**src/phase_res_pkg.sv**
```systemverilog
// shared types and constants for the phase resistance decoder
`default_nettype none
package phase_res_pkg;
  localparam int unsigned CODE_W = 7;
  localparam int unsigned EXPONENT_W = 3;
  localparam int unsigned MANTISSA_W = 4;
  localparam int unsigned DIG_W = 11;
  localparam int unsigned MICRO_W = 25;
  localparam int unsigned WEIGHT_W = 14;
  // one lsb is 9.67 milliohm, kept as hundredths of a milliohm
  localparam int unsigned LSB_CENTI_MILLIOHM = 967;
  localparam logic [WEIGHT_W-1:0] LSB_MICRO_OHM = WEIGHT_W'(LSB_CENTI_MILLIOHM * 10);
  localparam logic [CODE_W-1:0] CODE_ALL_ONES = 7'h7f;
  localparam logic [DIG_W-1:0] DIG_MAX = 11'h780;
  localparam logic [DIG_W-1:0] DIG_MIN_SUPPORTED = 11'h003;
  localparam logic [DIG_W-1:0] DIG_RESET = 11'h000;
  localparam logic [MICRO_W-1:0] MICRO_RESET = 25'h0000000;
  localparam int unsigned MANTISSA_TOP_BIT = 3;

  typedef struct packed {
    logic [EXPONENT_W-1:0] exponent;
    logic [MANTISSA_W-1:0] mantissa;
  } phase_res_code_s;

  typedef struct packed {
    logic [DIG_W-1:0] dig;
    logic [MICRO_W-1:0] microOhm;
    logic belowMinimum;
    logic canonical;
  } phase_res_result_s;
endpackage
`default_nettype wire

```
**src/phase_res_shifter.sv**
```systemverilog
// mantissa shifted left by exponent, purely combinational
`default_nettype none
module phase_res_shifter (
  // encoded code
  input wire phase_res_pkg::phase_res_code_s phaseResCode,
  // decoded integer
  output logic [phase_res_pkg::DIG_W-1:0] phaseResDig
);
  wire [phase_res_pkg::DIG_W-1:0] mantissaWide;

  // eleven bits hold 15 << 7 with no loss
  assign mantissaWide = phase_res_pkg::DIG_W'(phaseResCode.mantissa);
  assign phaseResDig = mantissaWide << phaseResCode.exponent;
endmodule
`default_nettype wire

```
**src/phase_res_decoder.sv**
```systemverilog
// registered decoder of the seven-bit phase resistance code
// Behaviour
// - code is seven bits: upper three exponent, lower four mantissa
// - decoded integer is mantissa shifted left by exponent
// - one integer unit weighs 9.67 milliohm phase-to-centre resistance
// - all-ones code decodes to 1920, about 18.57 ohm
// - code is exactly seven bits, read as unsigned
`default_nettype none
module phase_res_decoder (
  // clock and reset
  input wire logic clk,
  input wire logic rst_b,
  // code from the configuration store
  input wire logic [phase_res_pkg::CODE_W-1:0] phaseResCode,
  // decoded results
  output logic [phase_res_pkg::DIG_W-1:0] phaseResDig,
  output logic [phase_res_pkg::MICRO_W-1:0] phaseToCentreResistance,
  output logic belowMinimum,
  output logic canonicalCode,
  output logic decodeUpdate
);
  phase_res_pkg::phase_res_code_s codeFields;
  phase_res_pkg::phase_res_result_s result_reg;
  phase_res_pkg::phase_res_result_s result_next;
  logic update_reg;
  logic update_next;
  logic [phase_res_pkg::DIG_W-1:0] shiftedDig;
  wire [phase_res_pkg::MICRO_W-1:0] digWide;
  wire [phase_res_pkg::MICRO_W-1:0] scaledMicro;

  // field split; code is unsigned so no sign handling
  assign codeFields = phase_res_pkg::phase_res_code_s'(phaseResCode);

  phase_res_shifter shifter (
    .phaseResCode(codeFields),
    .phaseResDig(shiftedDig)
  );

  // scaling uses the registered integer: one extra cycle, but no long path
  assign digWide = phase_res_pkg::MICRO_W'(result_reg.dig);
  assign scaledMicro = phase_res_pkg::MICRO_W'(digWide * phase_res_pkg::LSB_MICRO_OHM);

  always_comb begin
    result_next.dig = shiftedDig;
    result_next.microOhm = scaledMicro;
    // status only: a code under the minimum still decodes as written
    result_next.belowMinimum = shiftedDig < phase_res_pkg::DIG_MIN_SUPPORTED;
    // table form: exponent zero or mantissa top bit set
    result_next.canonical = (codeFields.exponent == '0) ||
                            codeFields.mantissa[phase_res_pkg::MANTISSA_TOP_BIT];
    update_next = shiftedDig != result_reg.dig;
  end

  always_ff @(posedge clk) begin
    if (!rst_b) begin
      result_reg.dig <= phase_res_pkg::DIG_RESET;
      result_reg.microOhm <= phase_res_pkg::MICRO_RESET;
      result_reg.belowMinimum <= 1'b0;
      result_reg.canonical <= 1'b0;
      update_reg <= 1'b0;
    end else begin
      result_reg <= result_next;
      update_reg <= update_next;
    end
  end

  assign phaseResDig = result_reg.dig;
  assign phaseToCentreResistance = result_reg.microOhm;
  assign belowMinimum = result_reg.belowMinimum;
  assign canonicalCode = result_reg.canonical;
  assign decodeUpdate = update_reg;
endmodule
`default_nettype wire

```
**config.mk**
```make
export PLATFORM = sky130hd
export DESIGN_NAME = phase_res_decoder
export DESIGN_NICKNAME = d
export VERILOG_FILES = /design/src/phase_res_pkg.sv /design/src/phase_res_shifter.sv /design/src/phase_res_decoder.sv
export SDC_FILE = /design/constraint.sdc
export NUM_CORES = 1
export LEC_CHECK = 0
export BUFFER_PORTS_ARGS = -buffer_cell sky130_fd_sc_hd__buf_4
export CAP_MARGIN = 40
export CORE_ASPECT_RATIO = 1.25
export CORE_MARGIN = 3
export CORE_UTILIZATION = 40
export CTS_CLUSTER_SIZE = 16
export DETAILED_ROUTE_END_ITERATION = 10
export PLACE_DENSITY = 0.54
export SYNTH_ARGS = -nofsm -noshare
export SYNTH_HDL_FRONTEND = slang
export SYNTH_HIERARCHICAL = 1
export SYNTH_SLANG_ARGS = --single-unit
```
**constraint.sdc**
```tcl
create_clock -name clk -period 5.05 [get_ports clk]
set_input_delay 0.7575 -clock clk [delete_from_list [all_inputs] [get_ports clk]]
set_output_delay 0.7575 -clock clk [all_outputs]
set_load 0.02 [all_outputs]
```
==> impl_results.md <==
* Status: finished clean
* Int Power at about 790 uW
* Most common cell after layout, fill and taps aside: ha_1
* Routability cong. at ~0.85
* Sink Count at 38
* Synth unique cells at 59
* Total negative setup slack at 0 ns
* IO Port Bufs at 46
* Initial core utilization at 41.3%
* DRC at 0
* CP Max Fanout at 9
* Fin. max-slew vios at 0
* Period minus WS final at between 4 and 5 ns
* Core Rows at between 40 and 50
* Hold Crit Class: flop to flop
* DRT Pass-1 Iters at 4
* Clk Latency, worst-skew pair at slightly below 0.3 ns
* Pre-CTS setup slack at around 0.18 ns
* Syn Area/Cell at between 9 and 10 um2
* Main flop type after synthesis: dfxtp_1
* Sequential area share after synthesis at between 10% and 20%
* Antenna-violating nets left at 0
* Die Ht at 121 um
* Wire length per cell at between 10 and 15 um
* Endpoint type of the worst setup path: flop
* Worst r2r src: phaseResDig[9]$_SDFF_PN0_
* Most frequent cells in the layout: 82 x ha_1, 76 x inv_1, 57 x buf_4, 37 x dfxtp_1, 34 x fa_1
* Clock Power Share at between 30% and 40%
* Type of origin of the critical path: flop
* Critical path launch point: phaseResDig[9]$_SDFF_PN0_
* Max Clock Skew at 0.00280 ns
* Maxcap violations at 0
* Logic pwr share at 35.0%
* Antenna violations before repair at 0
* Longest Clk Path Bufs at 2
* Switching power at around 370 uW
* Ys async rst share at 0%
* Sw frac at ~32%
* Routed wire length at between 8000 and 9000 um
* H-tree levels at 2
* Nets at 618
* Total gr overflow at 0
* F_max at 213 MHz
* Post-Synthesis Cells at 441
* Max IR drop VDD at between 0.1 and 0.15 mV
* TritonCTS clock tree: yes
* # hold bufs at CTS at 0
* Kind of critical path: flop to flop
* # IOs at 48
* Part of the power in registers at between 20% and 30%
* Synth Warn # at 6
* Capturing point of the worst reg2reg path: phaseToCentreResistance[22]$_SDFF_PN0_
* Slew at the pin closest to its max-slew limit at about 0.64 ns
* Post-synth EDFFs at 0
* Chip Width at ~100 um
* Ant. Diodes at 0
* Vias per std cell at about 5.0
* R2R Setup Slk at 0.34 ns
* Post-Syn Nets at ~570
* First-pass GRT wire length at 14400 um
* CP arrival at approximately 4.9 ns
* Vias in the first global route at 3066
* Final-report hold violation count at 0
* Area Growth Syn to Fin at 16.8%
* Total number of vias at 3113
* RSZ-0062 raised after global routing: false
* Leak pwr at 0.00271 uW
* Share of layout cells above drive strength 1 at between 15 and 20%
* Final period utilization at around 93%
* Critical Path RT at approximately 5.2 ns
* # setup viols final at 0
* Reg clk slew, reported paths at around 0.060 ns
* Crit path to: phaseToCentreResistance[22]$_SDFF_PN0_
* GR Util All Layers at roughly 15%
* Pwr Total at 1160 uW
* Slew headroom at a little under three fifths
* P per Cell Area at around 240 nW/um2
* Die footprint at approximately 12000 um2
* Cell at the root of the clock tree: clkbuf_16
* Synthesized cell area at 4220 um2
* DP Wirelength at 7120 um
* CORE AREA at 10200 um2
* Post-layout worst setup margin at 0.345 ns
* Largest net degree at the start of global routing at 45
* Seq cells post-synth at 38
* Iter 0 DRT Violations at 92
* Num CTS Buffers at 5
* Worst reg2reg path depth at 17
[worst min path at each step]
stage	startpoint	depth (start not counted)	slack, ns	end
after floorplan	phaseResDig[0]$_SDFF_PN0_	1	0.56	phaseToCentreResistance[1]$_SDFF_PN0_
after detailed placement	phaseResDig[0]$_SDFF_PN0_	1	0.67	phaseToCentreResistance[1]$_SDFF_PN0_
after CTS	phaseResDig[0]$_SDFF_PN0_	1	0.68	phaseToCentreResistance[1]$_SDFF_PN0_
after global routing	phaseResDig[0]$_SDFF_PN0_	1	0.72	phaseToCentreResistance[1]$_SDFF_PN0_
after global placement	phaseResDig[0]$_SDFF_PN0_	1	0.67	phaseToCentreResistance[1]$_SDFF_PN0_
final	phaseResDig[0]$_SDFF_PN0_	1	0.67	phaseToCentreResistance[1]$_SDFF_PN0_
[power by group through the flow]
stage                     logic [uW]  clock network, uW  registers, uW
final                            406                417            336
after floorplan                  259                  0            382
after global routing             465                443            340
after CTS                        412                433            337
after global placement           404                  0            343
after detailed placement         407                  0            343
[synthesized netlist by cell type (all sizes together) (2+ instances only)]
cell	number	share of area (%)
and3b	2	0.42
o22ai	5	0.74
nand2b	7	1.0
ha	82	24
nor2b	4	0.65
a21o	10	1.8
o21bai	2	0.44
or4	2	0.36
a211oi	3	0.53
mux2i	8	2.1
nand4b	3	0.62
inv	76	6.8
and3	5	0.74
nand4	5	0.74
dfxtp	38	18
clkbuf	3	0.27
nor2	9	0.80
fa	34	16
buf	9	1.8
o221ai	2	0.56
nand2	15	1.3
o21ai	6	0.89
nand3	9	1.1
a41oi	2	0.59
and4	4	0.83
xnor2	19	3.9
and2	26	3.9
a21oi	15	2.0
or2	2	0.36
nor3	8	0.95
o21a	6	1.1
xor2	3	0.62
[metal layers]
layer	GRT usage (%)	part of all wire, %
met1	18.7	45
met2	26.6	50
met3	2.14	3.0
met4	6.15	2.8
met5	0	0
[per-stage QoR]
stage          hold slack (ns)  utilization [%]  cell area, um2  std cells
5_1_grt                  0.719             48.3            4930        623
3_3_place_gp             0.672             46.3            4720        615
4_1_cts                  0.683             48.2            4920        623
3_5_place_dp             0.674             46.3            4720        615
2_1_floorplan            0.556                -            4220        441
6_report                 0.667             48.3            4930        623
[worst max-delay path: stages (launching register included)]
cell	delay, ns
dfxtp_2	0.46
inv_1	0.07
ha_1	0.35
xnor2_1	0.18
ha_1	0.16
a21oi_1	0.05
fa_1	0.50
inv_1	0.05
fa_1	0.53
inv_1	0.06
fa_1	0.52
inv_1	0.04
ha_1	0.38
and3_1	0.22
a2111oi_4	0.37
nor2_1	0.10
or4_1	0.39
and4_1	0.17
[state kept, by name (all words and copies together) (netlist names)]
| name | count |
|---|---|
| belowMinimum | 1 |
| canonicalCode | 1 |
| decodeUpdate | 1 |
| phaseResDig | 11 |
| phaseToCentreResistance | 24 |
[kinds of logic (layout without fill, tap and decap cells)]
logic type,after synthesis,count (layout),share of synthesized area (%)
flops,38,38,18.0
other cells,1,1,0.0889
buf+inv,88,141,8.83
simple gates,107,107,14.9
xor+xnor,22,22,4.57
fa+ha+maj,116,116,40.4
mux,8,8,2.08
compound gates,61,61,11.1
[timing repair]
item / 4_1_cts / 5_1_grt
endpoints found under the setup margin: 0 / 5
resized for setup: 0 / 3
setup buffers: 0 / 0
[layout make-up]
class                           instances  area (um2)
Clock inverter                          3        68.8
Timing Repair Buffer                   57         428
Tap cell                              129         161
Inverter                               76         285
Sequential cell                        38         762
Clock buffer                            5         125
Multi-Input combinational cell        315        3100
Fill cell                            1008        5280
(Power assumes the default switching activity.)
